File: config.mk
export PLATFORM = sky130hd
export DESIGN_NAME = enbi_national_insert
export DESIGN_NICKNAME = d
export VERILOG_FILES = /design/src/design/enbi_pkg.sv /design/src/design/enbi_national_insert.sv
export SDC_FILE = /design/constraint.sdc
export NUM_CORES = 1
export LEC_CHECK = 0
export BUFFER_PORTS_ARGS = -buffer_cell sky130_fd_sc_hd__buf_2
export CAP_MARGIN = 20
export CORE_UTILIZATION = 30
export DETAILED_ROUTE_END_ITERATION = 8
export GPL_TIMING_DRIVEN = 0
export HOLD_SLACK_MARGIN = 0.02
export SLEW_MARGIN = 20
export SYNTH_ARGS = -nofsm -noshare
export SYNTH_HDL_FRONTEND = slang
export SYNTH_SLANG_ARGS = --single-unit
File: constraint.sdc
create_clock -name ref_clk -period 3.45 [get_ports ref_clk]
set_input_delay 1.035 -clock ref_clk [delete_from_list [all_inputs] [get_ports ref_clk]]
set_output_delay 1.035 -clock ref_clk [all_outputs]
set_load 0.05 [all_outputs]
File: src/design/enbi_pkg.sv
// Package with register map, field layout and types of the national bit insertion block
package enbi_pkg;

  // ****************************************************************
  // Register indices (byte address is four times the index)
  // ****************************************************************
  localparam logic [9:0] IDX_LINK_SELECT = 10'h10a;
  localparam logic [9:0] IDX_REG_SOURCE = 10'h130;
  localparam logic [9:0] IDX_AUTO_REPLY = 10'h131;
  localparam logic [9:0] IDX_STATUS = 10'h132;
  localparam logic [9:0] IDX_PATTERN4 = 10'h133;
  localparam logic [9:0] IDX_PATTERN5 = 10'h134;
  localparam logic [9:0] IDX_PATTERN6 = 10'h135;
  localparam logic [9:0] IDX_PATTERN7 = 10'h136;
  localparam logic [9:0] IDX_PATTERN8 = 10'h137;

  // ****************************************************************
  // Reset values
  // ****************************************************************
  localparam logic [7:0] PATTERN_RST = 8'hff;
  localparam logic [7:0] CTRL_RST = 8'h00;

  // ****************************************************************
  // Field positions: control words carry Sa4..Sa8 in bits 4..0
  // ****************************************************************
  localparam int SA4_POS = 4;
  localparam int SA5_POS = 3;
  localparam int SA6_POS = 2;
  localparam int SA7_POS = 1;
  localparam int SA8_POS = 0;
  localparam int AIS_ONE_POS = 7;
  localparam int AIS_TWO_POS = 6;
  localparam int FAR_END_BLOCK_ERROR_SEL_HI = 3;
  localparam int FAR_END_BLOCK_ERROR_SEL_LO = 2;
  localparam int CRC_DET_POS = 1;
  localparam int COMBINED_POS = 0;

  // Far-end error reply selector codes
  localparam logic [1:0] FAR_END_BLOCK_ERROR_SEL_OFF = 2'h0;
  localparam logic [1:0] FAR_END_BLOCK_ERROR_SEL_01 = 2'h1;
  localparam logic [1:0] FAR_END_BLOCK_ERROR_SEL_10 = 2'h2;
  localparam logic [1:0] FAR_END_BLOCK_ERROR_SEL_11 = 2'h3;

  // Fixed Sa6 nibbles sent by the automatic replies
  localparam logic [3:0] SA6_ALL_ONES = 4'hf;
  localparam logic [3:0] SA6_FAR_END_BLOCK_ERROR_LOW = 4'h0;
  localparam logic [3:0] SA6_FAR_END_BLOCK_ERROR_HIGH = 4'h1;
  localparam logic [3:0] SA6_CRC_DET = 4'h2;
  localparam logic [3:0] SA6_COMBINED = 4'h3;

  // Automatic reply in force, shown in the status register
  typedef enum logic [2:0] {
    ENBI_REPLY_NONE,
    ENBI_REPLY_AIS_ONE,
    ENBI_REPLY_AIS_TWO,
    ENBI_REPLY_FAR_END_BLOCK_ERROR_01,
    ENBI_REPLY_FAR_END_BLOCK_ERROR_10,
    ENBI_REPLY_FAR_END_BLOCK_ERROR_11,
    ENBI_REPLY_CRC_DET,
    ENBI_REPLY_COMBINED
  } enbi_reply_t;

  // One outgoing odd-frame overhead word
  typedef struct packed {
    logic [2:0] slot;   // Odd-frame slot 0..7 (frames 2..16)
    logic a_bit;
    logic [4:0] sa;     // Sa4 in bit 4 down to Sa8 in bit 0
    logic e_bit;
  } enbi_word_t;

  // Receive side conditions
  typedef struct packed {
    logic ais;
    logic far_end_block_error;
    logic crc_err;
  } enbi_rx_cond_t;

endpackage

File: src/design/enbi_national_insert.sv
// E1 transmit national bit insertion with automatic alarm replies
//
// Operation
// Enabled receive conditions override outgoing A, Sa and E bits with fixed patterns.
// First AIS reply: A one, Sa5 one, Sa6 ones, E untouched.
// Second AIS reply: A zero, Sa5 one, Sa6 ones, E untouched.
// Selector 01 with received E zero: A 0, Sa5 1, Sa6 0000, E 0.
// Selector 10 with far-end error: A 0, Sa5 0, Sa6 0000, E 0.
// Selector 11 with far-end error: A 0, Sa5 1, Sa6 0001, E 1.
// Local CRC-4 error reply: A 0, Sa5 1, Sa6 0010, E 1.
// Combined far-end and CRC-4 error reply: A 0, Sa5 1, Sa6 0011, E 1.
// Sa4 pattern register drives Sa4 only when link select and source bits are set.
// Sa5 pattern register drives Sa5 only when link select and source bits are set.
// Sa6 pattern register drives Sa6 only when link select and source bits are set.
// Sa7 pattern register drives Sa7 only when link select and source bits are set.
// Sa8 pattern register drives Sa8 only when link select and source bits are set.
// Pattern bit 7 goes out in frame 2, bit 6 in frame 4, downward.
// Bits 5 to 0 go out in frames 6, 8, 10, 12, 14, 16.
//
// Design decision made here: the Avalon-MM register port.
`timescale 1ns/100ps
module enbi_national_insert
  import enbi_pkg::*;
#(
  parameter int ADDR_W = 12
) (
  // Clock and reset
  input wire logic ref_clk,
  input wire logic rst_n,
  // Avalon-MM slave, word addressed by byte address
  input wire logic [ADDR_W-1:0] avs_address,
  input wire logic avs_read,
  input wire logic avs_write,
  input wire logic [3:0] avs_byteenable,
  input wire logic [31:0] avs_writedata,
  output logic [31:0] avs_readdata,
  output logic avs_waitrequest,
  // Transmit frame timing and default overhead bits
  input wire logic tx_frame_tick,
  input wire logic [3:0] tx_frame_num,
  input wire logic tx_a_in,
  input wire logic [4:0] tx_sa_in,
  input wire logic tx_e_in,
  output logic tx_tick_ready,
  // Receive side conditions
  input wire enbi_rx_cond_t rx_cond,
  // Outgoing overhead words
  output enbi_word_t ovh_data,
  output logic ovh_valid,
  input wire logic ovh_ready
);

  // ****************************************************************
  // Helper functions
  // ****************************************************************

  // Bit of a pattern register for odd-frame slot k, MSB first
  function automatic logic pattern_bit(input logic [7:0] pat, input logic [2:0] k);
    logic [2:0] idx;
    idx = 3'h7 - k;
    return pat[idx];
  endfunction

  // Bit of an Sa6 nibble, repeated per half multiframe, MSB first
  function automatic logic nibble_bit(input logic [3:0] nib, input logic [2:0] k);
    logic [1:0] idx;
    idx = 2'h3 - k[1:0];
    return nib[idx];
  endfunction

  // ****************************************************************
  // Register bus
  // ****************************************************************
  logic [7:0] pattern_r [5];
  logic [4:0] link_select_r;
  logic [4:0] reg_source_r;
  logic [7:0] auto_reply_r;
  logic [7:0] status_word;
  logic [9:0] bus_idx;
  logic bus_req;
  logic bus_go;
  logic [7:0] rd_value;

  // Register index is the byte address over four
  assign bus_idx = avs_address[11:2];
  assign bus_req = avs_read | avs_write;
  assign bus_go = bus_req & ~avs_waitrequest;

  // Wait one cycle per access, then answer for exactly one cycle
  always_ff @(posedge ref_clk or negedge rst_n) begin
    if (!rst_n) begin
      avs_waitrequest <= 1'b1;
    end else if (bus_go) begin
      avs_waitrequest <= 1'b1;
    end else if (bus_req) begin
      avs_waitrequest <= 1'b0;
    end
  end

  // Read mux; unmapped addresses read as zero
  always_comb begin
    rd_value = 8'h00;
    unique case (bus_idx)
      IDX_LINK_SELECT: rd_value = {3'h0, link_select_r};
      IDX_REG_SOURCE: rd_value = {3'h0, reg_source_r};
      IDX_AUTO_REPLY: rd_value = auto_reply_r & 8'hcf; // Bits 5:4 reserved
      IDX_STATUS: rd_value = status_word;
      IDX_PATTERN4: rd_value = pattern_r[0];
      IDX_PATTERN5: rd_value = pattern_r[1];
      IDX_PATTERN6: rd_value = pattern_r[2];
      IDX_PATTERN7: rd_value = pattern_r[3];
      IDX_PATTERN8: rd_value = pattern_r[4];
      default: rd_value = 8'h00;
    endcase
  end

  // Read data captured while waitrequest is still high, so it stands on the answer cycle
  always_ff @(posedge ref_clk or negedge rst_n) begin
    if (!rst_n) begin
      avs_readdata <= 32'h0000_0000;
    end else if (avs_read && avs_waitrequest) begin
      avs_readdata <= {24'h00_0000, rd_value};
    end
  end

  // Writes take effect only at the edge that completes the access
  always_ff @(posedge ref_clk or negedge rst_n) begin
    if (!rst_n) begin
      link_select_r <= CTRL_RST[4:0];
      reg_source_r <= CTRL_RST[4:0];
      auto_reply_r <= CTRL_RST;
      for (int i = 0; i < 5; i++) begin
        pattern_r[i] <= PATTERN_RST;
      end
    end else if (bus_go && avs_write && avs_byteenable[0]) begin
      unique case (bus_idx)
        IDX_LINK_SELECT: link_select_r <= avs_writedata[4:0];
        IDX_REG_SOURCE: reg_source_r <= avs_writedata[4:0];
        IDX_AUTO_REPLY: auto_reply_r <= avs_writedata[7:0] & 8'hcf;
        IDX_PATTERN4: pattern_r[0] <= avs_writedata[7:0];
        IDX_PATTERN5: pattern_r[1] <= avs_writedata[7:0];
        IDX_PATTERN6: pattern_r[2] <= avs_writedata[7:0];
        IDX_PATTERN7: pattern_r[3] <= avs_writedata[7:0];
        IDX_PATTERN8: pattern_r[4] <= avs_writedata[7:0];
        default: ;
      endcase
    end
  end

  // ****************************************************************
  // Automatic reply selection
  // ****************************************************************
  enbi_reply_t reply_nxt;
  enbi_reply_t reply_r;
  logic [1:0] far_end_block_error_sel;

  assign far_end_block_error_sel = auto_reply_r[FAR_END_BLOCK_ERROR_SEL_HI:FAR_END_BLOCK_ERROR_SEL_LO];

  // AIS outranks error replies; the combined reply outranks its parts
  always_comb begin
    reply_nxt = ENBI_REPLY_NONE;
    if (rx_cond.ais && auto_reply_r[AIS_ONE_POS]) begin
      reply_nxt = ENBI_REPLY_AIS_ONE;
    end else if (rx_cond.ais && auto_reply_r[AIS_TWO_POS]) begin
      reply_nxt = ENBI_REPLY_AIS_TWO;
    end else if (rx_cond.far_end_block_error && rx_cond.crc_err && auto_reply_r[COMBINED_POS]) begin
      reply_nxt = ENBI_REPLY_COMBINED;
    end else if (rx_cond.crc_err && auto_reply_r[CRC_DET_POS]) begin
      reply_nxt = ENBI_REPLY_CRC_DET;
    end else if (rx_cond.far_end_block_error && far_end_block_error_sel == FAR_END_BLOCK_ERROR_SEL_01) begin
      reply_nxt = ENBI_REPLY_FAR_END_BLOCK_ERROR_01;
    end else if (rx_cond.far_end_block_error && far_end_block_error_sel == FAR_END_BLOCK_ERROR_SEL_10) begin
      reply_nxt = ENBI_REPLY_FAR_END_BLOCK_ERROR_10;
    end else if (rx_cond.far_end_block_error && far_end_block_error_sel == FAR_END_BLOCK_ERROR_SEL_11) begin
      reply_nxt = ENBI_REPLY_FAR_END_BLOCK_ERROR_11;
    end
  end

  // Reply in force, tracked every cycle for status readback
  always_ff @(posedge ref_clk or negedge rst_n) begin
    if (!rst_n) begin
      reply_r <= ENBI_REPLY_NONE;
    end else begin
      reply_r <= reply_nxt;
    end
  end

  // ****************************************************************
  // Overhead word assembly
  // ****************************************************************
  enbi_word_t word_nxt;
  logic [2:0] slot;
  logic [4:0] reg_drive;
  logic odd_frame;
  logic take_tick;

  // Frames 2,4..16 of the multiframe are the odd zero-based numbers
  assign odd_frame = tx_frame_num[0];
  assign slot = tx_frame_num[3:1];
  assign reg_drive = link_select_r & reg_source_r;

  // Register bits first, then the automatic reply on top of them
  always_comb begin
    word_nxt.slot = slot;
    word_nxt.a_bit = tx_a_in;
    word_nxt.e_bit = tx_e_in;
    word_nxt.sa = tx_sa_in;
    if (reg_drive[SA4_POS]) begin
      word_nxt.sa[SA4_POS] = pattern_bit(pattern_r[0], slot);
    end
    if (reg_drive[SA5_POS]) begin
      word_nxt.sa[SA5_POS] = pattern_bit(pattern_r[1], slot);
    end
    if (reg_drive[SA6_POS]) begin
      word_nxt.sa[SA6_POS] = pattern_bit(pattern_r[2], slot);
    end
    if (reg_drive[SA7_POS]) begin
      word_nxt.sa[SA7_POS] = pattern_bit(pattern_r[3], slot);
    end
    if (reg_drive[SA8_POS]) begin
      word_nxt.sa[SA8_POS] = pattern_bit(pattern_r[4], slot);
    end
    unique case (reply_nxt)
      ENBI_REPLY_NONE: ;
      ENBI_REPLY_AIS_ONE: begin
        word_nxt.a_bit = 1'b1;
        word_nxt.sa[SA5_POS] = 1'b1;
        word_nxt.sa[SA6_POS] = nibble_bit(SA6_ALL_ONES, slot);
      end
      ENBI_REPLY_AIS_TWO: begin
        word_nxt.a_bit = 1'b0;
        word_nxt.sa[SA5_POS] = 1'b1;
        word_nxt.sa[SA6_POS] = nibble_bit(SA6_ALL_ONES, slot);
      end
      ENBI_REPLY_FAR_END_BLOCK_ERROR_01: begin
        word_nxt.a_bit = 1'b0;
        word_nxt.sa[SA5_POS] = 1'b1;
        word_nxt.sa[SA6_POS] = nibble_bit(SA6_FAR_END_BLOCK_ERROR_LOW, slot);
        word_nxt.e_bit = 1'b0;
      end
      ENBI_REPLY_FAR_END_BLOCK_ERROR_10: begin
        word_nxt.a_bit = 1'b0;
        word_nxt.sa[SA5_POS] = 1'b0;
        word_nxt.sa[SA6_POS] = nibble_bit(SA6_FAR_END_BLOCK_ERROR_LOW, slot);
        word_nxt.e_bit = 1'b0;
      end
      ENBI_REPLY_FAR_END_BLOCK_ERROR_11: begin
        word_nxt.a_bit = 1'b0;
        word_nxt.sa[SA5_POS] = 1'b1;
        word_nxt.sa[SA6_POS] = nibble_bit(SA6_FAR_END_BLOCK_ERROR_HIGH, slot);
        word_nxt.e_bit = 1'b1;
      end
      ENBI_REPLY_CRC_DET: begin
        word_nxt.a_bit = 1'b0;
        word_nxt.sa[SA5_POS] = 1'b1;
        word_nxt.sa[SA6_POS] = nibble_bit(SA6_CRC_DET, slot);
        word_nxt.e_bit = 1'b1;
      end
      ENBI_REPLY_COMBINED: begin
        word_nxt.a_bit = 1'b0;
        word_nxt.sa[SA5_POS] = 1'b1;
        word_nxt.sa[SA6_POS] = nibble_bit(SA6_COMBINED, slot);
        word_nxt.e_bit = 1'b1;
      end
    endcase
  end

  // ****************************************************************
  // Two-entry output buffer
  // ****************************************************************
  enbi_word_t buf_r [2];
  logic [1:0] count_r;
  logic rd_ptr_r;
  logic wr_ptr_r;
  logic push;
  logic pop;

  // Only odd frames carry national bits; even ticks are accepted and dropped
  assign take_tick = tx_frame_tick & tx_tick_ready;
  assign push = take_tick & odd_frame;
  assign pop = ovh_valid & ovh_ready;

  // Storage and pointers; a full buffer stalls the frame timing source
  always_ff @(posedge ref_clk or negedge rst_n) begin
    if (!rst_n) begin
      buf_r[0] <= '0;
      buf_r[1] <= '0;
      wr_ptr_r <= 1'b0;
      rd_ptr_r <= 1'b0;
    end else begin
      if (push) begin
        buf_r[wr_ptr_r] <= word_nxt;
        wr_ptr_r <= ~wr_ptr_r;
      end
      if (pop) begin
        rd_ptr_r <= ~rd_ptr_r;
      end
    end
  end

  // Occupancy count, with ready and valid registered from it
  always_ff @(posedge ref_clk or negedge rst_n) begin
    if (!rst_n) begin
      count_r <= 2'h0;
    end else if (push && !pop) begin
      count_r <= count_r + 2'h1;
    end else if (pop && !push) begin
      count_r <= count_r - 2'h1;
    end
  end

  // Registered flags follow the count that the next edge will hold
  always_ff @(posedge ref_clk or negedge rst_n) begin
    if (!rst_n) begin
      ovh_valid <= 1'b0;
      tx_tick_ready <= 1'b0;
    end else begin
      unique case ({push, pop})
        2'b10: begin
          ovh_valid <= 1'b1;
          tx_tick_ready <= (count_r == 2'h0);
        end
        2'b01: begin
          ovh_valid <= (count_r == 2'h2);
          tx_tick_ready <= 1'b1;
        end
        default: begin
          ovh_valid <= (count_r != 2'h0);
          tx_tick_ready <= (count_r != 2'h2);
        end
      endcase
    end
  end

  // Output word from a flop; follows the head of the buffer
  always_ff @(posedge ref_clk or negedge rst_n) begin
    if (!rst_n) begin
      ovh_data <= '0;
    end else if (pop) begin
      ovh_data <= (count_r == 2'h2) ? buf_r[~rd_ptr_r] : word_nxt;
    end else if (count_r == 2'h0 && push) begin
      ovh_data <= word_nxt;
    end
  end

  // ****************************************************************
  // Status
  // ****************************************************************
  logic [3:0] last_frame_r;

  // Last accepted frame number, for software to see the timing running
  always_ff @(posedge ref_clk or negedge rst_n) begin
    if (!rst_n) begin
      last_frame_r <= 4'h0;
    end else if (take_tick) begin
      last_frame_r <= tx_frame_num;
    end
  end

  // Reply code in bits 6:4, frame in 3:0, buffer full in bit 7
  assign status_word = {count_r == 2'h2, reply_r, last_frame_r};

endmodule

==> results of run 1 <==
-- metal layers --
metal / global-route usage [%] / wire [microns] / vias up
met5: 0 / 17 / -
met4: 6.433 / 367 / 2
met3: 2.452 / 683 / 27
met2: 26.32 / 7292 / 133
met1: 21.07 / 6723 / 2056
li1: - / - / 1908
-- cell type report --
class / instances / area share, %
Tap cell: 229 / 4.322
Clock buffer: 11 / 3.662
Inverter: 11 / 0.6229
Buffer: 43 / 3.983
Sequential cell: 108 / 41.54
Timing Repair Buffer: 57 / 4.738
Multi-Input combinational cell: 341 / 39.98
Clock inverter: 5 / 1.151
-- metrics by stage --
| step | util (%) | instance area (sq um) | cells | total power (uW) |
|---|---|---|---|---|
| 3_3_place_gp | 34.58 | 6276 | 788 | 2807 |
| 2_1_floorplan | - | 5709 | 503 | 2517 |
| 6_report | 36.53 | 6629 | 805 | 3958 |
| 3_5_place_dp | 34.77 | 6310 | 789 | 2858 |
| 4_1_cts | 36.53 | 6629 | 805 | 3982 |
| 5_1_grt | 36.53 | 6629 | 805 | 4139 |
-- logic make-up after synthesis --
kind of cell / synth area share (%)
simple gates: 9.946
fa+ha+maj: 0.4450
mux: 22.30
other cells: 0.06669
flops: 48.98
compound gates: 12.06
buf+inv: 5.430
xor+xnor: 0.7788
-- Yosys cell counts, drive strengths merged, types with 7 or more instances --
master	instances	area (sq um)
mux2	68	765.7
dfrtp	67	1677
nand2	61	236.5
dfstp	41	1077
buf	33	226.5
a21oi	22	110.1
nor2	21	100.1
o21ai	20	100.1
mux2i	15	150.1
mux4	15	337.8
inv	11	41.29
clkbuf	10	37.54
a22o	8	70.07
o221ai	7	61.31
-- power breakdown --
part	internal, uW	switching, uW
registers	1520	163
clock network	654	474
logic	373	775
-- final timing paths --
check                                 from             to  slack (ps)  depth (start not counted)
max reg2reg                auto_reply_r[0]       buf_r[3]         970                          5
min in group asynchronous            rst_n       buf_r[7]         590                          1
max                        tx_frame_num[2]       buf_r[3]         570                          5
max in group asynchronous            rst_n  pattern_r[23]        2150                          2
min reg2reg                    ovh_data[9]    ovh_data[9]         480                          2
min                            ovh_data[9]    ovh_data[9]         480                          2
-- sequential cells by signal, indices dropped and copies added, names as in the netlist, 3 cells and up --
register / cells
link_select_r: 5
ovh_data: 10
reply_r: 3
avs_readdata: 8
auto_reply_r: 6
buf_r: 20
reg_source_r: 5
pattern_r: 40
last_frame_r: 4
-- worst max-delay path: cells and delay by family --
kind	cells	cell delay, ps
compound gates	3	1110
buf+inv	2	920
==> results.ini, run 1 <==
[synthesis]
ys_seq_elements = 108
synthArstFlopShare_pct = 100.0
avgSynthCellArea_sq_um = 11.71
ys_types = 57
synth_edf_count = 0
synth_top_flop_cell = dfrtp_1
synth.cell_area_sq_um = 5623
ys_seq_area_share_pct = 48.98
yosys_warnings = 0
synthCells = 480

[clock_network]
h-tree-depth = 3
cts_inserted_buffers = 9
root_buffer = clkbuf_16
clk_path_buf_depth = 2
cts_tree = yes
cts_setup_buffers = 0
hold_buffers = 0
cts.sink_count = 108
path_clk_slew_ps = 70
cts-resized-gates = 0
worst_skew_pair.late_latency_ps = 350

[global_routing]
grt_max_degree = 68
grt_overflow_total = 0
antenna_found_initial = 2
grt_usage_pct = 15.98
grt_pass1_wl_microns = 23760
grt_pass1_vias = 4135

[cells_and_area]
layout-drive-gt1-share_pct = 40.10
multi_input_area_sq_um = 2650
fillers = 1774
num-nets-final = 641
syn2layout_area_growth_pct = 17.89
antennaDiodeCount = 0
layout_common_cells = 67 x mux2_2, 67 x dfrtp_1, 60 x nand2_1, 59 x buf_2, 41 x dfstp_2
seq_area_sq_um = 2754

[setup_path]
max_stage_delay_ps = 690
cpMostUsedCell = clkbuf_1
start_kind = input port
crit_chain = clkbuf_1 -> clkbuf_1 -> a311oi_1 -> o311ai_0 -> a41oi_1
crit_arrival_ps = 3080
path_class = in -> reg
crit_path_end_kind = register
path_max_fanout = 10
worstPathRequired_ps = 3640
slowest_stage = o311ai_0

[status]
outcome = finished with violations
violations = design-rule violations

[placed_design]
dpl.hpwl_microns = 11480
place.gp.congestion = 0.9159
dpl_worst_slack_ps = 84.19
port_buffers = 56

[worst_hold_path]
min_path_type = reg -> reg

[pwr]
p_leak_uw = 0.003010
ir_drop_mv = 0.2642
p_per_area_nw_per_um2 = 597.1

[routing]
via_per_inst = 5.125
first_iter_violations = 303
wl_per_cell_microns = 18.74
num_vias = 4126
dr.pass1.iters = 9
drc = 4
drt-total-wl_microns = 15080
ant_nets = 0

[sta]
fin_crit_sh_pct = 83.50
whs_ps = 483.9
setup_viol = 0
fmax_mhz = 347.2
skew_ps = 7.832
fin_setup_tns_ps = 0
post-route-min-period_ps = 2881
max_slew.worst_pin.slew_ps = 938.2
rsz0062_at_grt = false
drv_slew = 0
fin_ws_ps = 569.4
hold_viol = 0
relSlewSlack_pct = 37.07

[floorplanning]
core_sq_um = 18150
die_w_microns = 138.9
io_pins = 113
die_area_sq_um = 19290
die_height_microns = 138.9
start_util_pct = 30.98
row_count = 49

[run]
maxCapViolCount = 0

(Power assumes the default switching activity.)
==> run 2, diff against run 1 <==
Clock period 3.45 ns to 2.9 ns, I/O delays scaled along.
==> results.ini, run 2 (same netlist as run 1, synthesis figures left out) <==
[cells_and_area]
num-nets-final = 641  ; unchanged
final_cell_count_no_fill = 805  ; unchanged
finalInstanceArea_sq_um = 6629  ; unchanged
largest_register = pattern_r
antennaDiodeCount = 0  ; unchanged
layout-drive-gt1-share_pct = 40.10  ; unchanged
reg.largest.list = pattern_r: 40 flops, buf_r: 20 flops, ovh_data: 10 flops
layout_common_cells = 67 x mux2_2, 67 x dfrtp_1, 60 x nand2_1, 59 x buf_2, 41 x dfstp_2
fillers = 1774  ; unchanged
syn2layout_area_growth_pct = 17.89  ; unchanged
largest_reg_flops = 40  ; unchanged

[sta]
fin_ws_ps = 275.1  ; -294.3 ps
relSlewSlack_pct = 37.07  ; unchanged
post-route-min-period_ps = 2625
skew_ps = 7.871  ; +0.03889 ps
setup_viol = 0  ; unchanged
fin_crit_sh_pct = 90.51
fmax_mhz = 381.0
rsz0062_at_grt = false
max_slew.worst_pin.slew_ps = 938.2  ; unchanged
drv_slew = 0  ; unchanged
fin_setup_tns_ps = 0  ; unchanged
hold_viol = 0  ; unchanged

[global_routing]
grt_max_degree = 68  ; unchanged
grtUsageMet1_pct = 21.07  ; unchanged
antenna_found_initial = 2  ; unchanged
top_usage_layer = met2
grt_usage_pct = 15.98  ; unchanged
grt_overflow_total = 0  ; unchanged
grt.met2_usage_pct = 26.32  ; unchanged
grt_pass1_wl_microns = 23760  ; unchanged
grt_use_met3_pct = 2.452  ; unchanged
grt_pass1_vias = 4135  ; unchanged

[setup_path]
crit_path_end_kind = register
worstPathRequired_ps = 3180  ; -460 ps
crit_arrival_ps = 2900  ; -180 ps
path_max_fanout = 8  ; -2
start_kind = input port
r2r-start = auto_reply_r[0]
crit_start = avs_address[5]
path_class = in -> reg

[placed_design]
place_area_sq_um = 6310  ; unchanged
dpl.hpwl_microns = 11480  ; unchanged
port_buffers = 56  ; unchanged
place.gp.congestion = 0.9159  ; unchanged
dp_cells = 789  ; unchanged
dpl_worst_slack_ps = -300.8  ; -385.0 ps

[routing]
first_iter_violations = 305  ; +0.66%
num_vias = 4119  ; -0.17%
wl_per_cell_microns = 18.74  ; about the same
via_per_inst = 5.117  ; -0.17%
dr.pass1.iters = 9  ; unchanged
ant_nets = 0  ; unchanged
drt-total-wl_microns = 15080  ; about the same
drc = 4  ; unchanged

[floorplanning]
io_pins = 113  ; unchanged
start_util_pct = 30.98  ; unchanged
row_count = 49  ; unchanged
core_sq_um = 18150  ; unchanged
die_w_microns = 138.9  ; unchanged
die_height_microns = 138.9  ; unchanged
die_area_sq_um = 19290  ; unchanged

[clock_network]
worst_skew_pair.late_latency_ps = 350  ; about the same
cts_setup_buffers = 0  ; unchanged
cts_tree = yes
root_buffer = clkbuf_16
clk_path_buf_depth = 2  ; unchanged
path_clk_slew_ps = 70  ; about the same
cts_inserted_buffers = 9  ; unchanged
h-tree-depth = 3  ; unchanged
cts.sink_count = 108  ; unchanged

[worst_hold_path]
min_path_type = in -> async

[status]
violations = design-rule violations
outcome = finished with violations

[run]
maxCapViolCount = 0  ; unchanged

[pwr]
p_per_area_nw_per_um2 = 710.3  ; +19%
p_leak_uw = 0.003011  ; about the same
ir_drop_mv = 0.3143  ; +19%

[run 2: metrics by stage]
step / hold slack, ps / util (%) / total power, uW
4_1_cts: 433.2 / 36.53 / 4737
2_1_floorplan: 442.2 / - / 2994
3_5_place_dp: 466.0 / 34.77 / 3400
3_3_place_gp: 460.5 / 34.58 / 3339
5_1_grt: 445.1 / 36.53 / 4924
6_report: 423.5 / 36.53 / 4709
[run 2: cell type report]
type	instances	area (sq um)	share of cell area, %
Sequential cell	108	2754	41.54
Multi-Input combinational cell	341	2650	39.98
Timing Repair Buffer	57	314.1	4.738
Tap cell	229	286.5	4.322
Buffer	43	264.0	3.983
Clock buffer	11	242.7	3.662
Clock inverter	5	76.32	1.151
Inverter	11	41.29	0.6229
[run 2: layer usage]
layer  share of wire [%]  vias up  routed length, microns
met1                  45     2048                    6716
met5                0.11        -                      17
met4                 2.4        2                     367
li1                    -     1907                       -
met2                  48      135                    7283
met3                 4.6       27                     698
[run 2: where the power goes]
group          switching [uW]  total [uW]  internal, uW
Sequential                193        2000          1810
Combinational             922        1370           444
Clock                     564        1340           778
[run 2: worst paths after layout]
kind / slack, ps / endpoint / depth (start not counted)
worst max-delay path: 280 / pattern_r[14] / 6
worst min-delay path: 420 / buf_r[7] / 1
worst max register to register: 610 / buf_r[3] / 5
worst min register to register: 480 / ovh_data[9] / 2
max in group asynchronous: 1770 / pattern_r[23] / 2
min in group ref_clk: 480 / ovh_data[9] / 2
[run 2: timing repair]
item | CTS | global route
endpoints found under the setup margin | 0 | 3
gates resized for setup | 0 | 1
hold buffers | 0 | 0
endpoints found under the hold margin | 0 | 0
[run 2: critical path, cell delays in order]
cell and delay, ps:
buf_2 100, nand3b_1 350, nor2_1 510, nand2_4 130, nor3b_4 540, mux2_2 400
==> run 3, diff against run 2 <==
Settings changed: CORE_UTILIZATION 30 to 42.
==> results.ini, run 3 (same netlist as run 1, synthesis figures left out) <==
[status]
outcome = complete, no violations

[clock_network]
h-tree-depth = 3  ; unchanged
worst_skew_pair.late_latency_ps = 340  ; about the same
path_clk_slew_ps = 70  ; about the same
cts-resized-gates = 0  ; unchanged
hold_buffers = 0  ; unchanged
cts_inserted_buffers = 9  ; unchanged
root_buffer = clkbuf_16
cts.sink_count = 108  ; unchanged
cts_tree = yes
cts_setup_buffers = 0  ; unchanged
clk_path_buf_depth = 2  ; unchanged

[floorplanning]
start_util_pct = 43.84  ; +13 points
die_height_microns = 117.7  ; -15%
die_area_sq_um = 13850  ; -28%
io_pins = 113  ; unchanged
die_w_microns = 117.7  ; -15%
row_count = 41  ; -16%
core_sq_um = 12820  ; -29%

[cells_and_area]
syn2layout_area_growth_pct = 15.78
largest_register = pattern_r
finalInstanceArea_sq_um = 6510  ; -1.8%
largest_reg_flops = 40  ; unchanged
num-nets-final = 641  ; unchanged
layout_common_cells = 67 x mux2_2, 67 x dfrtp_1, 60 x nand2_1, 59 x buf_2, 41 x dfstp_2
fillers = 1188  ; -33%
reg.largest.list = pattern_r: 40 flops, buf_r: 20 flops, ovh_data: 10 flops
antennaDiodeCount = 0  ; unchanged
layout-drive-gt1-share_pct = 39.93  ; -0.17 points

[routing]
ant_nets = 0  ; unchanged
drc = 0  ; -4
num_vias = 4155  ; +0.87%
drt-total-wl_microns = 14550  ; -3.5%
via_per_inst = 5.555  ; +8.6%
first_iter_violations = 349  ; +14%
dr.pass1.iters = 5  ; -4
wl_per_cell_microns = 19.45  ; +3.8%

[global_routing]
grt_usage_pct = 21.83  ; +5.8 points
grt_pass1_wl_microns = 23410  ; -1.5%
antenna_found_initial = 0  ; -2
grt_max_degree = 61  ; -10%
grt_overflow_total = 0  ; unchanged
grt_pass1_vias = 4101  ; -0.82%

[pwr]
ir_drop_mv = 0.3330  ; +6.0%
p_per_area_nw_per_um2 = 690.2  ; -2.8%
p_leak_uw = 0.002987  ; -0.78%

[placed_design]
place_area_sq_um = 6238  ; -1.1%
port_buffers = 56  ; unchanged
dpl.hpwl_microns = 11010  ; -4.1%
place.gp.congestion = 0.9090  ; -0.75%
dpl_worst_slack_ps = -170.7  ; +130.1 ps

[sta]
max_slew.worst_pin.slew_ps = 976.9  ; +38.69 ps
setup_viol = 0  ; unchanged
fin_crit_sh_pct = 97.69  ; +7.2 points
rsz0062_at_grt = false
fin_setup_tns_ps = 0  ; unchanged
post-route-min-period_ps = 2833  ; +208.0 ps
hold_viol = 0  ; unchanged
fin_ws_ps = 67.13  ; -208.0 ps
drv_slew = 0  ; unchanged
skew_ps = 8.427  ; +0.5553 ps
relSlewSlack_pct = 34.48  ; -2.6 points
fmax_mhz = 353.0  ; -7.3%

[setup_path]
path_class = in -> reg
crit_arrival_ps = 3000  ; +100 ps
crit_start = rx_cond[1]
worstPathRequired_ps = 3070  ; -110 ps
crit_path_end_kind = register
start_kind = input port
r2r-start = auto_reply_r[0]
path_max_fanout = 4  ; -4

[worst_hold_path]
min_path_type = reg -> reg
min_from = ovh_data[9]

[run]
maxCapViolCount = 0  ; unchanged

==> run 3: cell count changes in the layout (fill, tap and decap cells not counted) <==
cell       previous run  this run
bufinv_16             2         0
clkbuf_1             11        12
clkinv_4              0         1
o311ai_1              1         0
o311ai_0              1         2
==> run 3: area by class of cell <==
class / count / area, sq um / share of cell area (%)
inverter: 11 / 41.29 / 0.6342
timing repair buffer: 57 / 314.1 / 4.824
multi-input combinational: 341 / 2650 / 40.71
buffer: 43 / 264.0 / 4.055
sequential: 108 / 2754 / 42.30
tap: 172 / 215.2 / 3.306
clock inverter: 4 / 25.02 / 0.3844
clock buffer: 12 / 246.5 / 3.786
==> run 3: worst paths after layout <==
| check | end | slack [ps] | cells after the start |
|---|---|---|---|
| worst max-delay path | buf_r[3] | 70 | 6 |
| worst min-delay path | ovh_data[9] | 480 | 2 |
| worst max register to register | buf_r[3] | 300 | 5 |
| worst min register to register | ovh_data[9] | 480 | 2 |
| max in group asynchronous | pattern_r[20] | 1690 | 2 |
| min in group asynchronous | count_r[0] | 510 | 1 |
==> run 3: per-stage QoR <==
stage / hold slack (ps) / power (uW) / utilization [%] / cells
6_report: 477.2 / 4493 / 50.76 / 748
4_1_cts: 481.6 / 4526 / 50.76 / 748
3_5_place_dp: 465.6 / 3376 / 48.64 / 732
5_1_grt: 509.2 / 4743 / 50.76 / 748
3_3_place_gp: 458.9 / 3331 / 48.38 / 731
2_1_floorplan: 442.2 / 2994 / - / 503
==> run 3: power by group <==
part / switching [uW] / internal, uW / leakage [uW]
logic: 915 / 443 / 0.00157
registers: 184 / 1810 / 0.00128
clock network: 538 / 605 / 0.000130
total: 1640 / 2860 / 0.00299
==> run 3: routing by layer <==
| metal | track usage, % | vias up | part of all wire (%) |
|---|---|---|---|
| met4 | 6.090 | 0 | 1.7 |
| met3 | 4.409 | 15 | 6.6 |
| met2 | 32.68 | 158 | 44 |
| li1 | - | 1898 | - |
| met1 | 31.99 | 2084 | 47 |
| met5 | 0 | - | 0 |
==> run 3: worst max-delay path: stages <==
cell and delay, ps:
buf_2 120, a21o_1 180, a222oi_1 630, nand2_1 210
o311ai_0 760, a41oi_1 220
